$ cat config.mk
export PLATFORM = sky130hd
export DESIGN_NAME = hcsb_core
export DESIGN_NICKNAME = d
export VERILOG_FILES = /design/src/hcsb_pkg.sv /design/src/hcsb_core.sv /design/src/hcsb_ms_tick.sv
export SDC_FILE = /design/constraint.sdc
export NUM_CORES = 1
export LEC_CHECK = 0
export BUFFER_PORTS_ARGS = -buffer_cell sky130_fd_sc_hd__buf_4
export CORE_MARGIN = 2
export CORE_UTILIZATION = 56
export CTS_BUF_LIST = sky130_fd_sc_hd__clkbuf_4
export DETAILED_ROUTE_END_ITERATION = 10
export PLACE_DENSITY = 0.83
export SLEW_MARGIN = 30
export SYNTH_ARGS = -nofsm -noshare
export SYNTH_HDL_FRONTEND = slang
export SYNTH_SLANG_ARGS = --single-unit
$ cat constraint.sdc
create_clock -name ref_clk -period 5.5 [get_ports ref_clk]
set_clock_uncertainty 0.15 [all_clocks]
set_input_delay 0.275 -clock ref_clk [delete_from_list [all_inputs] [get_ports ref_clk]]
set_output_delay 0.275 -clock ref_clk [all_outputs]
set_load 0.03 [all_outputs]
$ cat src/hcsb_pkg.sv
// Constants, register map and types of the heater control and status block.
package hcsb_pkg;

   // ****************************************************************
   // Register bus
   // ****************************************************************
   localparam int ADDR_W = 5;
   localparam int DATA_W = 16;
   localparam logic [4:0] A_SET = 5'h00;
   localparam logic [4:0] A_CTRL = 5'h04;
   localparam logic [4:0] A_CFG = 5'h08;
   localparam logic [4:0] A_BAND = 5'h0c;
   localparam logic [4:0] A_ACT = 5'h10;
   localparam logic [4:0] A_STAT = 5'h14;
   localparam logic [4:0] A_ERR = 5'h18;

   // ****************************************************************
   // Field layouts
   // ****************************************************************
   localparam int SET_W = 9;
   localparam int CODE_W = 10;
   localparam int GRP_W = 4;
   localparam int LIM_W = 7;
   localparam int B_CAL = 0;
   localparam int B_HEAT = 1;
   localparam int B_RST = 2;
   localparam int B_PAUSE = 3;
   localparam int CFG_RANGE = 0;
   localparam int CFG_BAND = 1;
   localparam int CFG_KB = 3;
   localparam int BAND_UP = 8;
   localparam int F_CALRUN = 0;
   localparam int F_CALBLK = 1;
   localparam int F_FAULT = 2;
   localparam int F_WARN = 3;
   localparam int F_NEAR = 4;
   localparam int F_BAND = 5;
   localparam int F_REG = 6;

   // ****************************************************************
   // Limits and error groups
   // ****************************************************************
   localparam logic [8:0] LIM_LO = 9'h12c;
   localparam logic [8:0] LIM_HI = 9'h1f4;
   localparam logic [8:0] MIN_SET = 9'h028;
   localparam logic [6:0] BAND_MAX = 7'h63;
   localparam int NEAR_NUM = 32'h13;
   localparam int NEAR_DEN = 32'h14;
   localparam logic [3:0] GRP_A = 4'h5;
   localparam logic [3:0] GRP_B = 4'h7;

   // ****************************************************************
   // Timing
   // ****************************************************************
   localparam int CLK_HZ = 125_000_000;
   localparam int MS_PER_S = 1000;
   localparam int CYC_PER_MS = CLK_HZ / MS_PER_S;
   localparam int INIT_MS = 500;
   localparam int KB_MS = 50;
   localparam logic [9:0] INIT_CNT = 10'(INIT_MS);
   localparam logic [9:0] KB_CNT = 10'(KB_MS);

   // ****************************************************************
   // Types
   // ****************************************************************
   typedef enum logic [1:0] {
      BM_OFF = 2'h0,
      BM_WIN = 2'h1,
      BM_LATCH = 2'h2
   } hcsb_band_t;

   typedef enum logic [4:0] {
      S_MEAS = 5'h01,
      S_CAL = 5'h02,
      S_RST = 5'h04,
      S_INIT = 5'h08,
      S_HEAT = 5'h10
   } hcsb_state_t;

endpackage

$ cat src/hcsb_core.sv
// Control bit interpreter and status word generator of the heater controller.
//
// Functional notes
// - Reset request clears fault after it falls.
// - Reset request blocks calibration and heat.
// - During reset only groups five, seven count.
// - Reset: power off, no impulses, value frozen.
// - Running calibration finishes despite reset request.
// - Half-second initialization after reset before heating.
// - Pause: no impulses, groups five/seven, hold value.
// - Pause release resumes everything without initialization.
// - Pause only in measuring; others take priority.
// - Pause never clears an active fault.
// - Set point clamped to 300 or 500.
// - Calibration running flag follows calibration state.
// - Calibration blocked while heating or cooling.
// - Fault flag holds until fault is reset.
// - Warning fault keeps fault relay inactive.
// - Near flag above 95%, cleared by stop/fault.
// - Band flag: zero when off, window follows.
// - Latch mode band flag sets once per heat cycle, clears out of band.
// - Regulating flag shows accepted heat command.
// - Actual word signed, zero in calibration/fault.
// - Fault code in low ten bits.
//
// The implementer's own choices: the register offsets and the strobed register port.
`timescale 1ns/100ps
module hcsb_core #(
   parameter int MS_CYCLES = hcsb_pkg::CYC_PER_MS,
   parameter logic [9:0] KB_ERR_CODE = 10'h3ff
) (
   input wire logic ref_clk,
   input wire logic nrst,
   input wire logic [hcsb_pkg::ADDR_W-1:0] busAddr,
   input wire logic [hcsb_pkg::DATA_W-1:0] busWrData,
   input wire logic busWr,
   input wire logic busRd,
   output logic [hcsb_pkg::DATA_W-1:0] busRdData,
   input wire logic measValid,
   input wire logic signed [15:0] measTemp,
   input wire logic calDone,
   input wire logic heaterCooling,
   input wire logic faultEvt,
   input wire logic [hcsb_pkg::GRP_W-1:0] faultGrp,
   input wire logic [hcsb_pkg::CODE_W-1:0] faultCode,
   input wire logic faultWarn,
   input wire logic contactorPin,
   output logic powerOn,
   output logic impulseOn,
   output logic faultRelay,
   output logic calRun
);
   import hcsb_pkg::*;

   // ****************************************************************
   // State
   // ****************************************************************
   typedef struct packed {
      hcsb_state_t st;
      logic [SET_W-1:0] setRaw;
      logic [3:0] ctrl;
      logic rangeHi;
      hcsb_band_t band;
      logic kbUsed;
      logic [LIM_W-1:0] lowLim;
      logic [LIM_W-1:0] upLim;
      logic signed [15:0] act;
      logic fault;
      logic warn;
      logic [CODE_W-1:0] code;
      logic near;
      logic inBand;
      logic bandSeen;
      logic heatPrev;
      logic [9:0] msCnt;
      logic kbWait;
      logic [1:0] kbSync;
      logic [DATA_W-1:0] rdData;
   } hcsb_regs_t;

   hcsb_regs_t q;
   hcsb_regs_t d;

   logic msTick;
   logic calReq;
   logic heatReq;
   logic rstReq;
   logic pauseReq;
   logic pauseEff;
   logic calBlk;
   logic faultOk;
   logic kbLate;
   logic nearHit;
   logic bandNow;
   logic heatRise;
   logic [SET_W-1:0] limVal;
   logic [SET_W-1:0] setLim;
   logic [DATA_W-1:0] actWord;
   logic [DATA_W-1:0] statWord;
   logic [DATA_W-1:0] errWord;
   logic [LIM_W-1:0] wrLow;
   logic [LIM_W-1:0] wrUp;

   hcsb_ms_tick #(
      .DIV(MS_CYCLES)
   ) u_tick (
      .ref_clk(ref_clk),
      .nrst(nrst),
      .tick(msTick)
   );

   // ****************************************************************
   // Decoded control bits
   // ****************************************************************
   assign calReq = q.ctrl[B_CAL];
   assign heatReq = q.ctrl[B_HEAT];
   assign rstReq = q.ctrl[B_RST];
   assign pauseReq = q.ctrl[B_PAUSE];

   // Oversized set points are cut back rather than refused.
   assign limVal = q.rangeHi ? LIM_HI : LIM_LO;
   assign setLim = (q.setRaw > limVal) ? limVal : q.setRaw;

   // Pause is honoured only while plainly measuring.
   assign pauseEff = pauseReq && (q.st == S_MEAS) && !rstReq && !heatReq && !calReq;

   assign calBlk = heatReq || (q.st == S_HEAT) || heaterCooling;

   // Reset and pause narrow diagnosis to the wiring groups.
   assign faultOk = faultEvt && (!(rstReq || pauseEff) || (faultGrp == GRP_A) || (faultGrp == GRP_B));

   // The far end must close the loop contactor in time; lateness is a fault.
   assign kbLate = (q.st == S_INIT) && msTick && q.kbWait && (q.msCnt == KB_CNT - 10'h001);

   assign impulseOn = calRun || ((q.st != S_RST) && !rstReq && !pauseEff);
   assign powerOn = (q.st == S_HEAT) && !rstReq;
   assign faultRelay = q.fault && !q.warn;
   assign calRun = (q.st == S_CAL);

   // Integer compare keeps the sign of a below-zero reading intact.
   assign nearHit = (int'(q.act) * NEAR_DEN) > (int'(setLim) * NEAR_NUM);
   assign bandNow = (int'(q.act) >= int'(setLim) - int'(q.lowLim)) &&
                    (int'(q.act) <= int'(setLim) + int'(q.upLim));
   assign heatRise = heatReq && !q.heatPrev;

   // ****************************************************************
   // Output words
   // ****************************************************************
   assign actWord = (calRun || q.fault) ? '0 : q.act;
   assign errWord = q.fault ? {{(DATA_W - CODE_W){1'b0}}, q.code} : '0;

   always_comb begin
      statWord = '0;
      statWord[F_CALRUN] = calRun;
      statWord[F_CALBLK] = calBlk;
      statWord[F_FAULT] = q.fault;
      statWord[F_WARN] = q.warn && q.fault;
      statWord[F_NEAR] = q.near;
      statWord[F_BAND] = q.inBand;
      statWord[F_REG] = (q.st == S_HEAT);
   end

   // Band limits above the documented maximum are held at the maximum.
   assign wrLow = (busWrData[LIM_W-1:0] > BAND_MAX) ? BAND_MAX : busWrData[LIM_W-1:0];
   assign wrUp = (busWrData[BAND_UP +: LIM_W] > BAND_MAX) ? BAND_MAX : busWrData[BAND_UP +: LIM_W];

   // ****************************************************************
   // Next state
   // ****************************************************************
   always_comb begin
      d = q;
      d.kbSync = {q.kbSync[0], contactorPin};
      d.heatPrev = heatReq;

      if (busWr) begin
         if (busAddr == A_SET) begin
            d.setRaw = busWrData[SET_W-1:0];
         end else if (busAddr == A_CTRL) begin
            d.ctrl = busWrData[3:0];
         end else if (busAddr == A_CFG) begin
            d.rangeHi = busWrData[CFG_RANGE];
            d.band = hcsb_band_t'(busWrData[CFG_BAND +: 2]);
            d.kbUsed = busWrData[CFG_KB];
         end else if (busAddr == A_BAND) begin
            d.lowLim = wrLow;
            d.upLim = wrUp;
         end
      end

      d.rdData = '0;
      if (busRd) begin
         if (busAddr == A_SET) begin
            d.rdData = {{(DATA_W - SET_W){1'b0}}, q.setRaw};
         end else if (busAddr == A_CTRL) begin
            d.rdData = {12'h000, q.ctrl};
         end else if (busAddr == A_CFG) begin
            d.rdData = {12'h000, q.kbUsed, q.band, q.rangeHi};
         end else if (busAddr == A_BAND) begin
            d.rdData = {1'b0, q.upLim, 1'b0, q.lowLim};
         end else if (busAddr == A_ACT) begin
            d.rdData = actWord;
         end else if (busAddr == A_STAT) begin
            d.rdData = statWord;
         end else if (busAddr == A_ERR) begin
            d.rdData = errWord;
         end
      end

      // The held value is the last valid one before the pause.
      if (measValid && impulseOn) begin
         d.act = measTemp;
      end

      if (q.kbSync[1]) begin
         d.kbWait = 1'b0;
      end

      case (q.st)
         S_MEAS: begin
            if (rstReq) begin
               d.st = S_RST;
            end else if (calReq && !calBlk && !q.fault) begin
               d.st = S_CAL;
            end else if (heatReq && !q.fault && (setLim >= MIN_SET)) begin
               d.st = S_HEAT;
            end
         end
         S_CAL: begin
            // A reset request raised mid-run waits for the run's end.
            if (calDone) begin
               d.st = rstReq ? S_RST : S_MEAS;
            end
         end
         S_HEAT: begin
            if (rstReq) begin
               d.st = S_RST;
            end else if (!heatReq || q.fault) begin
               d.st = S_MEAS;
            end
         end
         S_RST: begin
            // The request acts on its falling edge only.
            if (!rstReq) begin
               d.st = S_INIT;
               d.msCnt = '0;
               d.kbWait = q.kbUsed;
               d.fault = 1'b0;
               d.warn = 1'b0;
               d.code = '0;
            end
         end
         S_INIT: begin
            if (rstReq) begin
               d.st = S_RST;
            end else if (q.msCnt == INIT_CNT) begin
               d.st = S_MEAS;
            end else if (msTick) begin
               d.msCnt = q.msCnt + 10'h001;
            end
         end
         default: begin
            d.st = S_MEAS;
         end
      endcase

      // Set after clear: an event in the clearing cycle survives.
      if (faultOk) begin
         d.fault = 1'b1;
         d.warn = faultWarn;
         d.code = faultCode;
      end else if (kbLate) begin
         d.fault = 1'b1;
         d.warn = 1'b0;
         d.code = KB_ERR_CODE;
      end

      if (!heatReq || q.fault) begin
         d.near = 1'b0;
      end else if ((q.st == S_HEAT) && nearHit) begin
         d.near = 1'b1;
      end

      if (q.band == BM_WIN) begin
         d.inBand = bandNow;
      end else if (q.band == BM_LATCH) begin
         if (heatRise) begin
            d.inBand = 1'b0;
            d.bandSeen = 1'b0;
         end else if (heatReq) begin
            if (bandNow && !q.bandSeen) begin
               d.inBand = 1'b1;
               d.bandSeen = 1'b1;
            end else if (!bandNow) begin
               d.inBand = 1'b0;
            end
         end
      end else begin
         d.inBand = 1'b0;
      end
   end

   // ****************************************************************
   // Registers
   // ****************************************************************
   always_ff @(posedge ref_clk or negedge nrst) begin
      if (!nrst) begin
         q <= '0;
         q.st <= S_MEAS;
         q.band <= BM_WIN;
      end else begin
         q <= d;
      end
   end

   assign busRdData = q.rdData;
endmodule // hcsb_core

$ cat src/hcsb_ms_tick.sv
// Divider that gives a one-cycle enable pulse once every millisecond.
`timescale 1ns/100ps
module hcsb_ms_tick #(
   parameter int DIV = hcsb_pkg::CYC_PER_MS
) (
   input wire logic ref_clk,
   input wire logic nrst,
   output logic tick
);
   import hcsb_pkg::*;

   localparam int CW = $clog2(DIV);

   typedef struct packed {
      logic [CW-1:0] cnt;
      logic tick;
   } hcsb_div_t;

   hcsb_div_t q;
   hcsb_div_t d;

   always_comb begin
      d = q;
      d.tick = 1'b0;
      if (q.cnt == CW'(DIV - 1)) begin
         d.cnt = '0;
         d.tick = 1'b1;
      end else begin
         d.cnt = q.cnt + CW'(1);
      end
   end

   always_ff @(posedge ref_clk or negedge nrst) begin
      if (!nrst) begin
         q <= '0;
      end else begin
         q <= d;
      end
   end

   assign tick = q.tick;

endmodule // hcsb_ms_tick

Yosys cells after proc, flatten, opt, wreduce, memory -nomap -nowiden
Index checks and enable logic that the tools add are counted.
{"block": "op_classes", "eq_ne": 30, "shifts": 0, "addsub": 4, "n_reduce_logical": 55, "bitwise_logic": 4, "multipliers": 2, "div": 0, "n_mux": 47, "magnitude_cmp": 7}
{"op": "$mux 16", "count": 7}
{"op": "$mux 10", "count": 6}
{"op": "$mux 12", "count": 4}
{"op": "$mux 5", "count": 9}
{"op": "$pmux 5 s5", "count": 1}
{"op": "$gt 22x15->1", "count": 1}
{"op": "$logic_and 1x1->1", "count": 22}
{"op": "$eq 5x5->1 const B", "count": 4}
{"op": "$mul 16x4->20 const B", "count": 1}
{"op": "$pmux 10 s2", "count": 1}
{"op": "$add 17x1->17 const B", "count": 1}
{"op": "$eq 17x17->1 const B", "count": 1}
{"op": "$mux 17", "count": 1}
{"op": "$ge 16x10->1", "count": 1}
{"op": "$le 16x11->1", "count": 1}
{"op": "$eq 5x4->1 const B", "count": 3}
{"op": "$reduce_and 5->1", "count": 3}
{"op": "$gt 7x7->1 const B", "count": 2}
{"op": "$mul 9x5->14 const B", "count": 1}
{"op": "$mux 7", "count": 2}
{"op": "$mux 11", "count": 1}
{"op": "$add 10x1->10 const B", "count": 1}
{"op": "$add 9x7->10", "count": 1}
{"op": "$eq 10x6->1 const B", "count": 1}
{"op": "other kinds (32)", "count": 73}
{"block": "word_totals", "mem_bits_ro": 0, "n_memories": 0, "ram_bits": 0, "out_inout_bits": 20, "regBits": 115, "in_bits": 61, "elab_cells": 171, "latchBits": 0}

Longest topological paths before layout
Gate-level depths: netlist of run 1.
{"block": "logic_depth", "ltp_word": 12, "depth_mapped": 30, "mapped_depth_nobuf": 30}

Cells and area by module
From an unflattened synthesis of run 1, not the netlist that was laid out.
{"block": "unflattened", "cells_unflattened": 945, "hier_area_um2": 8768.4}
{"mod": "hcsb_core", "instances": 1, "seq_area_each_um2": 2429.8, "area_per_inst_um2": 7893.8, "cells_each": 868}
{"mod": "hcsb_ms_tick", "instances": 1, "seq_area_each_um2": 450.4, "area_per_inst_um2": 874.6, "cells_each": 77}

Least setup slack after synthesis of run 1
OpenSTA, ideal clock, no wires.
{"block": "synth_path", "kind": "register to register", "start": "register q[78] (netlist name)", "end": "register q[32] (netlist name)", "setup_time_ns": 0.122, "n_path_buf": 0, "t_arrival_ns": 5.355, "stages_incl_launch_ff": 28, "required_ns": 5.228, "path_slack_ns": -0.127, "synth_period_minus_slack_ns": 5.627, "path_cell_list": "dfrtp_1 inv_1 ha_1 o211ai_1 o21ai_0 o211ai_1 a41oi_2 mux2_2 ha_1 inv_1 fa_1 inv_1 ha_1 inv_1 o21ai_0 a21oi_1 nor2b_1 o21a_1 o22a_1 a21oi_1 xor2_1 ha_1 nand4_1 nor4_1 a211oi_1 nor4_1 o221a_2 o21ai_1"}
{"block": "synth_between", "elab_chain_len": 7}
{"item": "from (decl)", "line_no": "hcsb_core.sv:81", "text": "hcsb_regs_t q;"}
{"item": "$mux 8 *", "line_no": "hcsb_core.sv:121", "text": "assign limVal = q.rangeHi ? LIM_HI : LIM_LO;"}
{"item": "$gt 9x9->1", "line_no": "hcsb_core.sv:122", "text": "assign setLim = (q.setRaw > limVal) ? limVal : q.setRaw;"}
{"item": "$mux 9 *", "line_no": "hcsb_core.sv:122"}
{"item": "$mul 9x5->14 *", "line_no": "hcsb_core.sv:141", "text": "assign nearHit = (int'(q.act) * NEAR_DEN) > (int'(setLim) * NEAR_NUM);"}
{"item": "$gt 22x15->1 *", "line_no": "hcsb_core.sv:141"}
{"item": "$logic_and 1x1->1 *", "line_no": "hcsb_core.sv:279", "text": "end else if ((q.st == S_HEAT) && nearHit) begin"}
{"item": "$reduce_bool 2->1 (no source line) *"}
Every way passes the cells marked *; elsewhere a longest branch is shown, timed or not.
A chain may end at the register's enable or synchronous reset.

Final worst setup path of run 1
Ends and elaborated chain as after synthesis.

==> results of run 1 <==
-- flip-flops by register name, indices dropped and copies added (netlist names) --
register / count
busRdData: 16
calReq: 1
d: 2
pauseReq: 1
q: 77
u_tick.q: 17
u_tick.tick: 1
-- area by class of cell --
cell class	count	area [um2]	area share
diodes	1	2.50	0.000238
clock buffers	18	135	0.0128
clock inverters	13	183	0.0174
inverters	65	244	0.0232
multi-input cells	712	5520	0.525
flip-flops and latches	115	2880	0.274
well taps	188	235	0.0224
repair buffers	159	1320	0.126
-- metrics by stage --
step | hold WS [ns] | setup TNS (ns) | area, um2
5_1_grt | 0.0474 | -0.447 | 10500
3_5_place_dp | 0.190 | -0.107 | 9400
3_3_place_gp | 0.184 | 0 | 9400
4_1_cts | 0.0316 | 0 | 10300
2_1_floorplan | -0.171 | 0 | 8640
6_report | 0.0659 | 0 | 10500
-- cell families after synthesis --
| group | Yosys count | synth area share |
|---|---|---|
| and+or+nand+nor | 281 | 0.164 |
| muxes | 44 | 0.0584 |
| DFF | 115 | 0.333 |
| buffers and inverters | 104 | 0.0537 |
| adders and majority gates | 120 | 0.181 |
| AOI/OAI and AO/OA | 216 | 0.158 |
| xor gates and xnor gates | 51 | 0.0517 |
-- layer usage --
metal,vias to the layer above,wire length (um),share of wire
li1,3589,-,-
met1,3693,9750,0.43
met2,283,10800,0.48
met3,38,1650,0.073
met4,0,394,0.017
met5,-,0,0
-- cell usage after synthesis (all sizes together), types with 4 or more instances --
library cell / instances
nor4: 8
nand2: 68
o21ai: 45
fa: 8
mux2: 41
xor2: 23
or3: 7
o22ai: 7
nor2b: 25
nor2: 75
inv: 64
nand2b: 11
a211oi: 7
nand4: 11
nand3b: 4
xnor2: 28
a31oi: 5
ha: 112
a22oi: 10
a21o: 16
nand3: 32
a21oi: 77
o211ai: 6
dfrtp: 113
buf: 20
clkbuf: 19
a221oi: 6
nor3: 14
and3: 8
a211o: 4
o21a: 8
-- report_power, final --
part	internal (mW)	switching (mW)	leakage, nW
combinational	1.47	1.72	3.37
clock	0.364	0.358	0.164
sequential	0.969	0.201	1.46
total	2.80	2.27	5.00
-- final timing paths --
kind                            startpoint       endpoint  slack [ns]  cells past startpoint
worst max-delay path                 q[78]          q[32]        0.02                     27
worst min-delay path                 busWr          q[81]        0.07                      3
worst max register to register       q[78]          q[32]        0.02                     27
worst min register to register       d[17]          q[17]        0.22                      0
max in group asynchronous             nrst  busRdData[10]        3.82                      3
min in group asynchronous             nrst          q[45]        0.15                      2
-- tightest hold or removal path: stages --
cell	delay, ns
sky130_fd_sc_hd__buf_4	0.13
sky130_fd_sc_hd__nand3_1	0.16
sky130_fd_sc_hd__mux2_2	0.18
-- what timing repair did --
item | CTS | global route
gates cloned | 0 | 0
buffers inserted | 6 | 4
gates resized for setup | 8 | 36
setup endpoints to repair | 1 | 3
endpoints found under the hold margin | 124 | 0
pin swaps | 11 | 33
hold buffers | 51 | 0
==> run_summary.xml, run 1 <==
<?xml version="1.0" encoding="UTF-8"?>
<metrics>
  <group name="global_route">
    <metric name="global_route.usage.met2" unit="">0.441</metric>
    <metric name="global_route.overflow_total" unit="">0</metric>
    <metric name="grt_use_total" unit="">0.277</metric>
    <metric name="grt_use_met3" unit="">0.0680</metric>
    <metric name="first_global_vias" unit="">7075</metric>
    <metric name="grt_use_met1" unit="">0.376</metric>
    <metric name="grt_start_max_net_pins" unit="">63</metric>
    <metric name="grt_antenna_before_repair" unit="">1</metric>
    <metric name="busiest_layer" unit="">met2</metric>
    <metric name="grt_first_pass_wirelength" unit="um">35600</metric>
  </group>
  <group name="clocking">
    <metric name="insertion_delay" unit="ns">0.57</metric>
    <metric name="cts_sinks" unit="">115</metric>
    <metric name="cts.path.max_buffers" unit="">2</metric>
    <metric name="cts_made_buffers" unit="">17</metric>
    <metric name="htree_num_levels" unit="">4</metric>
    <metric name="clock_pin_slew_reported_for_the_worst_setup_and_hold_paths_after_clock_tree_synthesis" unit="ns">0.11</metric>
    <metric name="cts_tree" unit="">done</metric>
    <metric name="clock_tree.root_cell" unit="">sky130_fd_sc_hd__clkbuf_4</metric>
  </group>
  <group name="run_status">
    <metric name="result_of_the_run" unit="">finished clean</metric>
  </group>
  <group name="logic_synthesis">
    <metric name="primary_flip_flop_cell_chosen_by_synthesis_mapping" unit="">sky130_fd_sc_hd__dfrtp_1</metric>
    <metric name="syn-instance-count" unit="">931</metric>
    <metric name="mappedNetlistNets" unit="">1112</metric>
    <metric name="ys.warnings.count" unit="">0</metric>
    <metric name="async_reset_ff_frac" unit="">1.00</metric>
    <metric name="yosysTopAreaCell" unit="">sky130_fd_sc_hd__dfrtp_1</metric>
    <metric name="syn_avg_cell_area" unit="um2">9.28</metric>
    <metric name="synthDominantCellAreaShare" unit="">0.327</metric>
    <metric name="post_synth_instance_area" unit="um2">8640</metric>
    <metric name="number_of_enable_flip_flop_cells_after_synthesis" unit="">0</metric>
    <metric name="count_of_cell_types_in_the_netlist" unit="">74</metric>
    <metric name="seq_area_frac_synth" unit="">0.333</metric>
    <metric name="ranking_of_synthesized_cells_by_area" unit="">sky130_fd_sc_hd__dfrtp_1, sky130_fd_sc_hd__ha_1, sky130_fd_sc_hd__mux2_2</metric>
    <metric name="yosys_register_bits" unit="">115</metric>
  </group>
  <group name="worst_setup_path">
    <metric name="worst-path-max-fanout" unit="">4</metric>
    <metric name="worst_path_max_delay_cell" unit="">sky130_fd_sc_hd__fa_1</metric>
    <metric name="timing.critical_path.mode_cell" unit="">sky130_fd_sc_hd__inv_2</metric>
    <metric name="end_kind" unit="">flop</metric>
    <metric name="cell_type_group_with_the_largest_total_delay_on_the_critical_path" unit="">compound AO/OA/AOI/OAI gates</metric>
    <metric name="critical-path-max-stage-delay" unit="ns">0.48</metric>
    <metric name="cp.arrival" unit="ns">5.78</metric>
    <metric name="path_buf_inv" unit="">4</metric>
    <metric name="critPathRequiredTime" unit="ns">5.80</metric>
    <metric name="critPathLaunchType" unit="">flop</metric>
    <metric name="path_class" unit="">flop to flop</metric>
  </group>
  <group name="floorplan">
    <metric name="die_h" unit="um">128</metric>
    <metric name="placeableCoreArea" unit="um2">15100</metric>
    <metric name="area_enclosed_by_the_die_boundary" unit="um2">16400</metric>
    <metric name="placement_rows" unit="">45</metric>
    <metric name="die_width" unit="um">128</metric>
    <metric name="initial_core_util" unit="">0.571</metric>
    <metric name="design.portCount" unit="">81</metric>
  </group>
  <group name="final_layout">
    <metric name="finish.utilization" unit="">0.695</metric>
    <metric name="layout_commonest_cell" unit="">sky130_fd_sc_hd__dfrtp_1</metric>
    <metric name="num-nets-final" unit="">1251</metric>
    <metric name="fillers" unit="">1110</metric>
    <metric name="layoutNonFillerInstCount" unit="">1271</metric>
    <metric name="post_route_cells_drive_above_1_share" unit="">0.220</metric>
    <metric name="commonest_cells_after_routing_fill_and_taps_aside" unit="">sky130_fd_sc_hd__dfrtp_1, sky130_fd_sc_hd__buf_4, sky130_fd_sc_hd__ha_1, sky130_fd_sc_hd__nor2_1, sky130_fd_sc_hd__a21oi_1</metric>
    <metric name="area_growth_syn_to_layout" unit="%">21.8</metric>
  </group>
  <group name="timing">
    <metric name="final.period_utilization" unit="">0.996</metric>
    <metric name="number_of_setup_violations_in_the_final_report" unit="">0</metric>
    <metric name="tightest_slew" unit="ns">0.887</metric>
    <metric name="final.setup.worst_slack" unit="ns">0.0244</metric>
    <metric name="min_cycle_time_layout" unit="ns">5.48</metric>
    <metric name="achievable-frequency" unit="MHz">183</metric>
    <metric name="grt_setup_unrepaired" unit="">true</metric>
    <metric name="report.final.hold_viol_count" unit="">0</metric>
    <metric name="maxSlewViolCount" unit="">0</metric>
    <metric name="maxSlewHeadroom" unit="">0.403</metric>
  </group>
  <group name="drt">
    <metric name="post_drt_antenna_nets" unit="">0</metric>
    <metric name="via_count" unit="">7603</metric>
    <metric name="drcViolationCount" unit="">0</metric>
    <metric name="detailed_route_vias_per_instance" unit="">5.98</metric>
    <metric name="detail_route.wl_per_cell" unit="um">17.8</metric>
    <metric name="drt-initial-drc-count" unit="">603</metric>
    <metric name="postRouteWirelength" unit="um">22600</metric>
    <metric name="first_pass_iters" unit="">5</metric>
  </group>
  <group name="placement">
    <metric name="place_congestion" unit="">0.915</metric>
    <metric name="placement.setup.worst_slack" unit="ns">-0.107</metric>
    <metric name="numPortBuffers" unit="">78</metric>
    <metric name="place_inst" unit="">1178</metric>
    <metric name="dp_hpwl" unit="um">16200</metric>
  </group>
  <group name="pwr">
    <metric name="leakage" unit="nW">5.00</metric>
    <metric name="power_density" unit="nW/um2">482</metric>
    <metric name="max_vdd_drop" unit="uV">283</metric>
    <metric name="total_power" unit="mW">5.08</metric>
  </group>
  <group name="flow_run">
    <metric name="max_capacitance_violation_count" unit="">0</metric>
  </group>
  <group name="worst_hold_path">
    <metric name="hp-class" unit="">input pin to flop</metric>
  </group>
</metrics>
Note: power is estimated with default switching activity, not from simulation.
==> run 2: changes to the inputs <==
--- a/config.mk
+++ b/config.mk
@@ -14,4 +14,6 @@
 export SLEW_MARGIN = 30
 export SYNTH_ARGS = -nofsm -noshare
 export SYNTH_HDL_FRONTEND = slang
+export SYNTH_HIERARCHICAL = 1
 export SYNTH_SLANG_ARGS = --single-unit
+export TNS_END_PERCENT = 1
==> run 2 against run 1 <==
  * The flow now finishes with violations (negative setup slack)
  * Area after synthesis up 1.5%
  * Critical path depth fell by 1
  * First-iteration DRC count increased by 1.8%
  * Setup slack got worse by 0.17 ns
  * Wire length rose by 9.9%
  * Worst hold slack improved by 0.014 ns
  * Utilization increased by 1.8 points
  * Synthesized cell count up 1.5%
  * Highest routed layer unchanged
==> run_summary.xml, run 2 <==
<?xml version="1.0" encoding="UTF-8"?>
<metrics>
  <group name="drt">
    <metric name="drcViolationCount" unit="">0</metric>
    <metric name="first_pass_iters" unit="">5</metric>
    <metric name="post_drt_antenna_nets" unit="">0</metric>
    <metric name="detail_route.wl_per_cell" unit="um">18.7</metric>
    <metric name="detailed_route_vias_per_instance" unit="">5.94</metric>
    <metric name="postRouteWirelength" unit="um">24900</metric>
    <metric name="drt-initial-drc-count" unit="">614</metric>
    <metric name="via_count" unit="">7911</metric>
  </group>
  <group name="final_layout">
    <metric name="final_cell_area" unit="um2">10900</metric>
    <metric name="num-nets-final" unit="">1287</metric>
    <metric name="finish.utilization" unit="">0.713</metric>
    <metric name="largest_register_ffs" unit="">77</metric>
    <metric name="post_route_cells_drive_above_1_share" unit="">0.234</metric>
    <metric name="regArea" unit="um2">2880</metric>
    <metric name="multi_input_comb_area" unit="um2">5680</metric>
    <metric name="layoutNonFillerInstCount" unit="">1331</metric>
    <metric name="fillers" unit="">1111</metric>
    <metric name="area_growth_syn_to_layout" unit="%">24.1</metric>
    <metric name="layout_commonest_cell" unit="">sky130_fd_sc_hd__buf_4</metric>
    <metric name="reg_with_most_ffs" unit="">q</metric>
    <metric name="commonest_cells_after_routing_fill_and_taps_aside" unit="">sky130_fd_sc_hd__buf_4, sky130_fd_sc_hd__dfrtp_1, sky130_fd_sc_hd__ha_1, sky130_fd_sc_hd__nor2_1, sky130_fd_sc_hd__nand2_1</metric>
  </group>
  <group name="logic_synthesis">
    <metric name="syn_avg_cell_area" unit="um2">9.28</metric>
    <metric name="synthMostInstantiatedCell" unit="">sky130_fd_sc_hd__dfrtp_1</metric>
    <metric name="count_of_cell_types_in_the_netlist" unit="">81</metric>
    <metric name="seq_area_frac_synth" unit="">0.328</metric>
    <metric name="ys.warnings.count" unit="">6</metric>
    <metric name="yosys_register_bits" unit="">115</metric>
    <metric name="synthDominantCellAreaShare" unit="">0.322</metric>
    <metric name="mappedNetlistNets" unit="">1126</metric>
    <metric name="yosysTopAreaCell" unit="">sky130_fd_sc_hd__dfrtp_1</metric>
    <metric name="syn-instance-count" unit="">945</metric>
    <metric name="primary_flip_flop_cell_chosen_by_synthesis_mapping" unit="">sky130_fd_sc_hd__dfrtp_1</metric>
    <metric name="commonest_cells_in_the_synthesized_netlist" unit="">sky130_fd_sc_hd__dfrtp_1, sky130_fd_sc_hd__ha_1, sky130_fd_sc_hd__inv_1, sky130_fd_sc_hd__a21oi_1, sky130_fd_sc_hd__nor2_1</metric>
    <metric name="async_reset_ff_frac" unit="">1.00</metric>
    <metric name="post_synth_instance_area" unit="um2">8770</metric>
    <metric name="ranking_of_synthesized_cells_by_area" unit="">sky130_fd_sc_hd__dfrtp_1, sky130_fd_sc_hd__ha_1, sky130_fd_sc_hd__mux2_2</metric>
    <metric name="number_of_enable_flip_flop_cells_after_synthesis" unit="">0</metric>
  </group>
  <group name="placement">
    <metric name="placement.setup.worst_slack" unit="ns">-0.550</metric>
    <metric name="detailed_place.area" unit="um2">9710</metric>
    <metric name="numPortBuffers" unit="">78</metric>
    <metric name="dp_hpwl" unit="um">17200</metric>
    <metric name="place_inst" unit="">1239</metric>
    <metric name="place_congestion" unit="">0.917</metric>
  </group>
  <group name="floorplan">
    <metric name="die_width" unit="um">129</metric>
    <metric name="design.portCount" unit="">81</metric>
    <metric name="placement_rows" unit="">45</metric>
    <metric name="placeableCoreArea" unit="um2">15300</metric>
    <metric name="die_h" unit="um">129</metric>
    <metric name="area_enclosed_by_the_die_boundary" unit="um2">16700</metric>
    <metric name="initial_core_util" unit="">0.575</metric>
  </group>
  <group name="clocking">
    <metric name="cts_made_buffers" unit="">17</metric>
    <metric name="cts_tree" unit="">done</metric>
    <metric name="cts.path.max_buffers" unit="">2</metric>
    <metric name="clock_pin_slew_reported_for_the_worst_setup_and_hold_paths_after_clock_tree_synthesis" unit="ns">0.12</metric>
    <metric name="insertion_delay" unit="ns">0.58</metric>
    <metric name="htree_num_levels" unit="">4</metric>
    <metric name="cts_sinks" unit="">115</metric>
    <metric name="clock_tree.root_cell" unit="">sky130_fd_sc_hd__clkbuf_4</metric>
  </group>
  <group name="pwr">
    <metric name="switching_power_share_of_the_total" unit="">0.449</metric>
    <metric name="power_density" unit="nW/um2">456</metric>
    <metric name="leakage" unit="nW">5.11</metric>
    <metric name="p_int" unit="mW">2.73</metric>
    <metric name="max_vdd_drop" unit="uV">242</metric>
    <metric name="total_power" unit="mW">4.96</metric>
    <metric name="switchingPower" unit="mW">2.22</metric>
    <metric name="power.sequential.fraction" unit="">0.234</metric>
    <metric name="power.share.clock" unit="">0.139</metric>
    <metric name="p_comb_frac" unit="">0.627</metric>
  </group>
  <group name="global_route">
    <metric name="global_route.overflow_total" unit="">0</metric>
    <metric name="grt_start_max_net_pins" unit="">63</metric>
    <metric name="first_global_vias" unit="">7820</metric>
    <metric name="grt_first_pass_wirelength" unit="um">38700</metric>
    <metric name="grt_use_total" unit="">0.298</metric>
    <metric name="grt_antenna_before_repair" unit="">1</metric>
  </group>
  <group name="run_status">
    <metric name="result_of_the_run" unit="">finished, violations left</metric>
    <metric name="violations" unit="">negative setup slack</metric>
  </group>
  <group name="timing">
    <metric name="fin_tns_setup" unit="ns">-0.147</metric>
    <metric name="final.period_utilization" unit="">1.03</metric>
    <metric name="grt_setup_unrepaired" unit="">true</metric>
    <metric name="min_cycle_time_layout" unit="ns">5.65</metric>
    <metric name="achievable-frequency" unit="MHz">177</metric>
    <metric name="maxSlewHeadroom" unit="">0.464</metric>
    <metric name="worst_hold_slack" unit="ns">0.0803</metric>
    <metric name="report.final.hold_viol_count" unit="">0</metric>
    <metric name="final.setup.worst_slack" unit="ns">-0.147</metric>
    <metric name="maxSlewViolCount" unit="">0</metric>
    <metric name="tightest_slew" unit="ns">0.800</metric>
    <metric name="number_of_setup_violations_in_the_final_report" unit="">1</metric>
  </group>
  <group name="worst_setup_path">
    <metric name="worst-path-max-fanout" unit="">4</metric>
    <metric name="critPathLaunchType" unit="">flop</metric>
    <metric name="end_kind" unit="">flop</metric>
    <metric name="cp.arrival" unit="ns">5.95</metric>
    <metric name="path_class" unit="">flop to flop</metric>
    <metric name="critPathRequiredTime" unit="ns">5.81</metric>
  </group>
  <group name="worst_hold_path">
    <metric name="hp-class" unit="">input pin to flop</metric>
  </group>
  <group name="flow_run">
    <metric name="max_capacitance_violation_count" unit="">0</metric>
  </group>
</metrics>
==> run 2: changes by cell type in the layout (fill, tap and decap cells not counted), sizes merged, moves of 5 or more <==
cell,previous run,this run
a21oi,77,70
buf,108,124
o21ai,45,55
nand4,11,19
nor3,14,19
nand2b,11,16
inv,67,76
o31ai,3,8
o22ai,7,2
nor2,75,69
nand3,32,26
==> run 2: routing by layer <==
| metal | global-route usage | part of all wire | wire [um] | vias up |
|---|---|---|---|---|
| met5 | 0 | 0 | 0 | - |
| met1 | 0.392 | 0.41 | 10300 | 3765 |
| li1 | - | - | - | 3710 |
| met4 | 0.104 | 0.028 | 706 | 0 |
| met2 | 0.485 | 0.47 | 11800 | 362 |
| met3 | 0.0681 | 0.083 | 2070 | 74 |
==> run 2: area by class of cell <==
class                           instances  share of cell area
Multi-Input combinational cell        722               0.522
Antenna cell                            1            0.000230
Clock inverter                         15              0.0163
Timing Repair Buffer                  177               0.135
Tap cell                              211              0.0243
Clock buffer                           17              0.0117
Sequential cell                       115               0.265
Inverter                               73              0.0254
==> run 2: power groups by stage <==
| stage | clock network, mW | registers, mW | logic (mW) |
|---|---|---|---|
| after CTS | 0.696 | 1.15 | 2.83 |
| final | 0.687 | 1.16 | 3.11 |
| after global routing | 0.726 | 1.17 | 3.48 |
| after detailed placement | 0 | 1.16 | 2.68 |
| after global placement | 0 | 1.16 | 2.60 |
| after floorplan | 0 | 1.08 | 1.97 |
==> run 2: critical path, cell delays in order, from the launching register on <==
cell                       delay (ns)
sky130_fd_sc_hd__dfrtp_1         0.42
sky130_fd_sc_hd__inv_2           0.10
sky130_fd_sc_hd__ha_4            0.28
sky130_fd_sc_hd__nand4_1         0.23
sky130_fd_sc_hd__buf_4           0.23
sky130_fd_sc_hd__o21a_4          0.22
sky130_fd_sc_hd__nand2_4         0.07
sky130_fd_sc_hd__inv_2           0.05
sky130_fd_sc_hd__ha_1            0.28
sky130_fd_sc_hd__inv_1           0.07
sky130_fd_sc_hd__fa_1            0.50
sky130_fd_sc_hd__inv_2           0.05
sky130_fd_sc_hd__ha_4            0.26
sky130_fd_sc_hd__inv_2           0.04
sky130_fd_sc_hd__o21ai_1         0.18
sky130_fd_sc_hd__a21oi_2         0.11
sky130_fd_sc_hd__o21ai_4         0.15
sky130_fd_sc_hd__a211oi_2        0.10
sky130_fd_sc_hd__o31ai_1         0.29
sky130_fd_sc_hd__xnor2_1         0.13
sky130_fd_sc_hd__ha_1            0.31
sky130_fd_sc_hd__nand4_1         0.13
sky130_fd_sc_hd__o41ai_2         0.46
sky130_fd_sc_hd__buf_4           0.18
sky130_fd_sc_hd__nand4_1         0.11
sky130_fd_sc_hd__o32ai_2         0.31
sky130_fd_sc_hd__o211ai_1        0.14
==> run 2: final timing paths <==
check,cells past startpoint,slack (ns),start,to
min in group asynchronous,2,0.11,nrst,q[24]
worst min register to register,0,0.21,d[17],q[17]
worst max-delay path,26,-0.15,q[78],q[32]
max in group asynchronous,3,3.82,nrst,busRdData[5]
worst min-delay path,3,0.08,busWr,q[77]
worst max register to register,26,-0.15,q[78],q[32]
==> run 2: repair_timing <==
item,4_1_cts,5_1_grt
endpoints found under the setup margin,1,3
endpoints found under the hold margin,125,0
pin swaps,15,38
resized for setup,19,47
buffers inserted,2,4
hold buffers,53,0
cloned,0,0
==> run 2: cell families after synthesis <==
group,after synthesis,share of synthesized area
AOI/OAI and AO/OA,222,0.161
xor gates and xnor gates,46,0.0459
adders and majority gates,120,0.178
buffers and inverters,108,0.0552
DFF,115,0.328
muxes,43,0.0548
and+or+nand+nor,291,0.176
==> run 3: changes to the inputs <==
--- a/config.mk
+++ b/config.mk
@@ -6,11 +6,13 @@
 export NUM_CORES = 1
 export LEC_CHECK = 0
 export BUFFER_PORTS_ARGS = -buffer_cell sky130_fd_sc_hd__buf_4
+export CELL_PAD_IN_SITES_DETAIL_PLACEMENT = 2
+export CELL_PAD_IN_SITES_GLOBAL_PLACEMENT = 2
 export CORE_MARGIN = 2
-export CORE_UTILIZATION = 56
+export CORE_UTILIZATION = 35
 export CTS_BUF_LIST = sky130_fd_sc_hd__clkbuf_4
 export DETAILED_ROUTE_END_ITERATION = 10
-export PLACE_DENSITY = 0.83
+export PLACE_DENSITY = 0.82
 export SLEW_MARGIN = 30
 export SYNTH_ARGS = -nofsm -noshare
 export SYNTH_HDL_FRONTEND = slang
==> run 3 against run 2 <==
  * The flow still finishes with violations (negative setup slack)
  * Combinational power increased by 17%
  * Critical endpoint unchanged
  * Setup slack improved by 0.056 ns
  * Global-route usage decreased by 3.1 points
  * Design area increased by 3.6%
==> run_summary.xml, run 3 (synthesis results as in run 2) <==
<?xml version="1.0" encoding="UTF-8"?>
<metrics>
  <group name="run_status">
    <metric name="result_of_the_run" unit="">finished, violations left</metric>
    <metric name="violations" unit="">negative setup slack</metric>
  </group>
  <group name="worst_setup_path">
    <metric name="path_class" unit="">flop to flop</metric>
    <metric name="cp.arrival" unit="ns">5.92</metric>
    <metric name="end_kind" unit="">flop</metric>
    <metric name="worst-path-max-fanout" unit="">4</metric>
    <metric name="cell_type_group_with_the_largest_total_delay_on_the_critical_path" unit="">adder cells</metric>
    <metric name="worst_path_max_delay_cell" unit="">sky130_fd_sc_hd__fa_1</metric>
    <metric name="critPathRequiredTime" unit="ns">5.83</metric>
    <metric name="critPathLaunchType" unit="">flop</metric>
    <metric name="critical-path-max-stage-delay" unit="ns">0.49</metric>
    <metric name="path_buf_inv" unit="">8</metric>
  </group>
  <group name="timing">
    <metric name="maxSlewViolCount" unit="">0</metric>
    <metric name="final.setup.worst_slack" unit="ns">-0.0911</metric>
    <metric name="min_cycle_time_layout" unit="ns">5.59</metric>
    <metric name="achievable-frequency" unit="MHz">179</metric>
    <metric name="tightest_slew" unit="ns">0.956</metric>
    <metric name="number_of_setup_violations_in_the_final_report" unit="">1</metric>
    <metric name="worst_hold_slack" unit="ns">0.0766</metric>
    <metric name="maxSlewHeadroom" unit="">0.358</metric>
    <metric name="report.final.hold_viol_count" unit="">0</metric>
    <metric name="grt_setup_unrepaired" unit="">true</metric>
    <metric name="final.period_utilization" unit="">1.02</metric>
  </group>
  <group name="placement">
    <metric name="numPortBuffers" unit="">78</metric>
    <metric name="dp_hpwl" unit="um">23300</metric>
    <metric name="detailed_place.area" unit="um2">9890</metric>
    <metric name="place_inst" unit="">1357</metric>
    <metric name="place_congestion" unit="">0.828</metric>
  </group>
  <group name="clocking">
    <metric name="cts.path.max_buffers" unit="">2</metric>
    <metric name="cts_made_buffers" unit="">17</metric>
    <metric name="clock_tree.root_cell" unit="">sky130_fd_sc_hd__clkbuf_4</metric>
    <metric name="insertion_delay" unit="ns">0.60</metric>
    <metric name="clock_pin_slew_reported_for_the_worst_setup_and_hold_paths_after_clock_tree_synthesis" unit="ns">0.14</metric>
    <metric name="htree_num_levels" unit="">4</metric>
    <metric name="cts_tree" unit="">done</metric>
    <metric name="cts_sinks" unit="">115</metric>
  </group>
  <group name="drt">
    <metric name="via_count" unit="">8335</metric>
    <metric name="first_pass_iters" unit="">6</metric>
    <metric name="postRouteWirelength" unit="um">36000</metric>
    <metric name="detailed_route_vias_per_instance" unit="">5.71</metric>
    <metric name="post_drt_antenna_nets" unit="">0</metric>
    <metric name="drcViolationCount" unit="">0</metric>
    <metric name="detail_route.wl_per_cell" unit="um">24.6</metric>
    <metric name="drt-initial-drc-count" unit="">482</metric>
  </group>
  <group name="final_layout">
    <metric name="post_route_cells_drive_above_1_share" unit="">0.258</metric>
    <metric name="reg_with_most_ffs" unit="">q</metric>
    <metric name="num-nets-final" unit="">1303</metric>
    <metric name="largest_register_ffs" unit="">77</metric>
    <metric name="area_growth_syn_to_layout" unit="%">28.6</metric>
    <metric name="layout_commonest_cell" unit="">sky130_fd_sc_hd__buf_4</metric>
    <metric name="final_cell_area" unit="um2">11300</metric>
    <metric name="commonest_cells_after_routing_fill_and_taps_aside" unit="">sky130_fd_sc_hd__buf_4, sky130_fd_sc_hd__dfrtp_1, sky130_fd_sc_hd__ha_1, sky130_fd_sc_hd__nor2_1, sky130_fd_sc_hd__nand2_1</metric>
    <metric name="layoutNonFillerInstCount" unit="">1460</metric>
  </group>
  <group name="floorplan">
    <metric name="placeableCoreArea" unit="um2">24500</metric>
    <metric name="initial_core_util" unit="">0.358</metric>
    <metric name="design.portCount" unit="">81</metric>
    <metric name="area_enclosed_by_the_die_boundary" unit="um2">26300</metric>
    <metric name="die_h" unit="um">162</metric>
    <metric name="die_width" unit="um">162</metric>
    <metric name="placement_rows" unit="">57</metric>
  </group>
  <group name="pwr">
    <metric name="max_vdd_drop" unit="uV">185</metric>
    <metric name="switching_power_share_of_the_total" unit="">0.480</metric>
    <metric name="power.sequential.fraction" unit="">0.212</metric>
    <metric name="switchingPower" unit="mW">2.69</metric>
    <metric name="leakage" unit="nW">5.20</metric>
    <metric name="p_int" unit="mW">2.92</metric>
    <metric name="power_density" unit="nW/um2">498</metric>
    <metric name="p_comb_frac" unit="">0.648</metric>
    <metric name="total_power" unit="mW">5.62</metric>
    <metric name="power.share.clock" unit="">0.140</metric>
  </group>
  <group name="flow_run">
    <metric name="max_capacitance_violation_count" unit="">0</metric>
  </group>
  <group name="worst_hold_path">
    <metric name="hp-class" unit="">input pin to flop</metric>
  </group>
  <group name="global_route">
    <metric name="first_global_vias" unit="">9330</metric>
    <metric name="grt_first_pass_wirelength" unit="um">53600</metric>
    <metric name="busiest_layer" unit="">met2</metric>
    <metric name="grt_antenna_before_repair" unit="">2</metric>
    <metric name="grt_use_met1" unit="">0.319</metric>
    <metric name="grt_use_total" unit="">0.267</metric>
    <metric name="grt_use_met3" unit="">0.0539</metric>
    <metric name="global_route.usage.met2" unit="">0.471</metric>
    <metric name="global_route.overflow_total" unit="">0</metric>
    <metric name="grt_start_max_net_pins" unit="">62</metric>
  </group>
</metrics>
==> run 3: changes by cell type in the layout (fill, tap and decap cells not counted), sizes merged <==
cell,change
buf,+15
bufinv,+1
clkinv,+1
clkinvlp,-2
dlygate4sd3,+1
==> run 3: per-stage QoR <==
step | setup slack (ns) | utilization | TNS (ns)
2_1_floorplan | 0.211 | - | 0
3_3_place_gp | -0.211 | 0.404 | -0.211
6_report | -0.0911 | 0.461 | -0.0911
5_1_grt | -0.329 | 0.461 | -0.453
4_1_cts | 0.00220 | 0.446 | 0
3_5_place_dp | -0.493 | 0.404 | -0.524
==> run 3: path summary, 6_finish.rpt <==
check | start | end | slack (ns) | cells past startpoint
setup / recovery | q[78] | q[32] | -0.09 | 28
hold / removal | busWr | calReq | 0.08 | 3
setup reg to reg | q[78] | q[32] | -0.09 | 28
hold reg to reg | d[17] | q[17] | 0.22 | 0
max in group asynchronous | nrst | q[78] | 3.72 | 3
min in group asynchronous | nrst | q[20] | 0.12 | 2
==> run 3: metal layers <==
layer	vias up	wire length, um	part of all wire
met5	-	0	0
met4	0	1240	0.035
met3	91	1740	0.048
met2	232	18500	0.51
met1	4277	14500	0.40
li1	3735	-	-
==> run 3: area by class of cell <==
type                       instances  area [um2]
inverter                          73         282
antenna                            1        2.50
multi-input combinational        722        5780
tap                              324         405
clock inverter                    15         203
fill                            2580       13200
clock buffer                      17         128
sequential                       115        2880
timing repair buffer             193        1600
==> run 3: power by group through the flow <==
stage	registers [mW]	logic, mW	clock network, mW
floorplan	1.08	1.97	0
global placement	1.17	2.69	0
detailed placement	1.18	2.92	0
CTS	1.17	3.13	0.792
global route	1.20	3.98	0.837
finish	1.19	3.64	0.786
==> run 3: what timing repair did <==
| action | CTS | global route |
|---|---|---|
| setup endpoints to repair | 2 | 3 |
| hold buffers | 54 | 0 |
| gates cloned | 0 | 0 |
| gates resized for setup | 31 | 56 |
| buffers inserted | 4 | 12 |
| pin swaps | 18 | 45 |
| endpoints found under the hold margin | 126 | 0 |
==> run 3: tightest hold or removal path, stage by stage <==
cell and delay, ns:
sky130_fd_sc_hd__buf_4 0.13, sky130_fd_sc_hd__nand3_1 0.20, sky130_fd_sc_hd__mux2_2 0.20
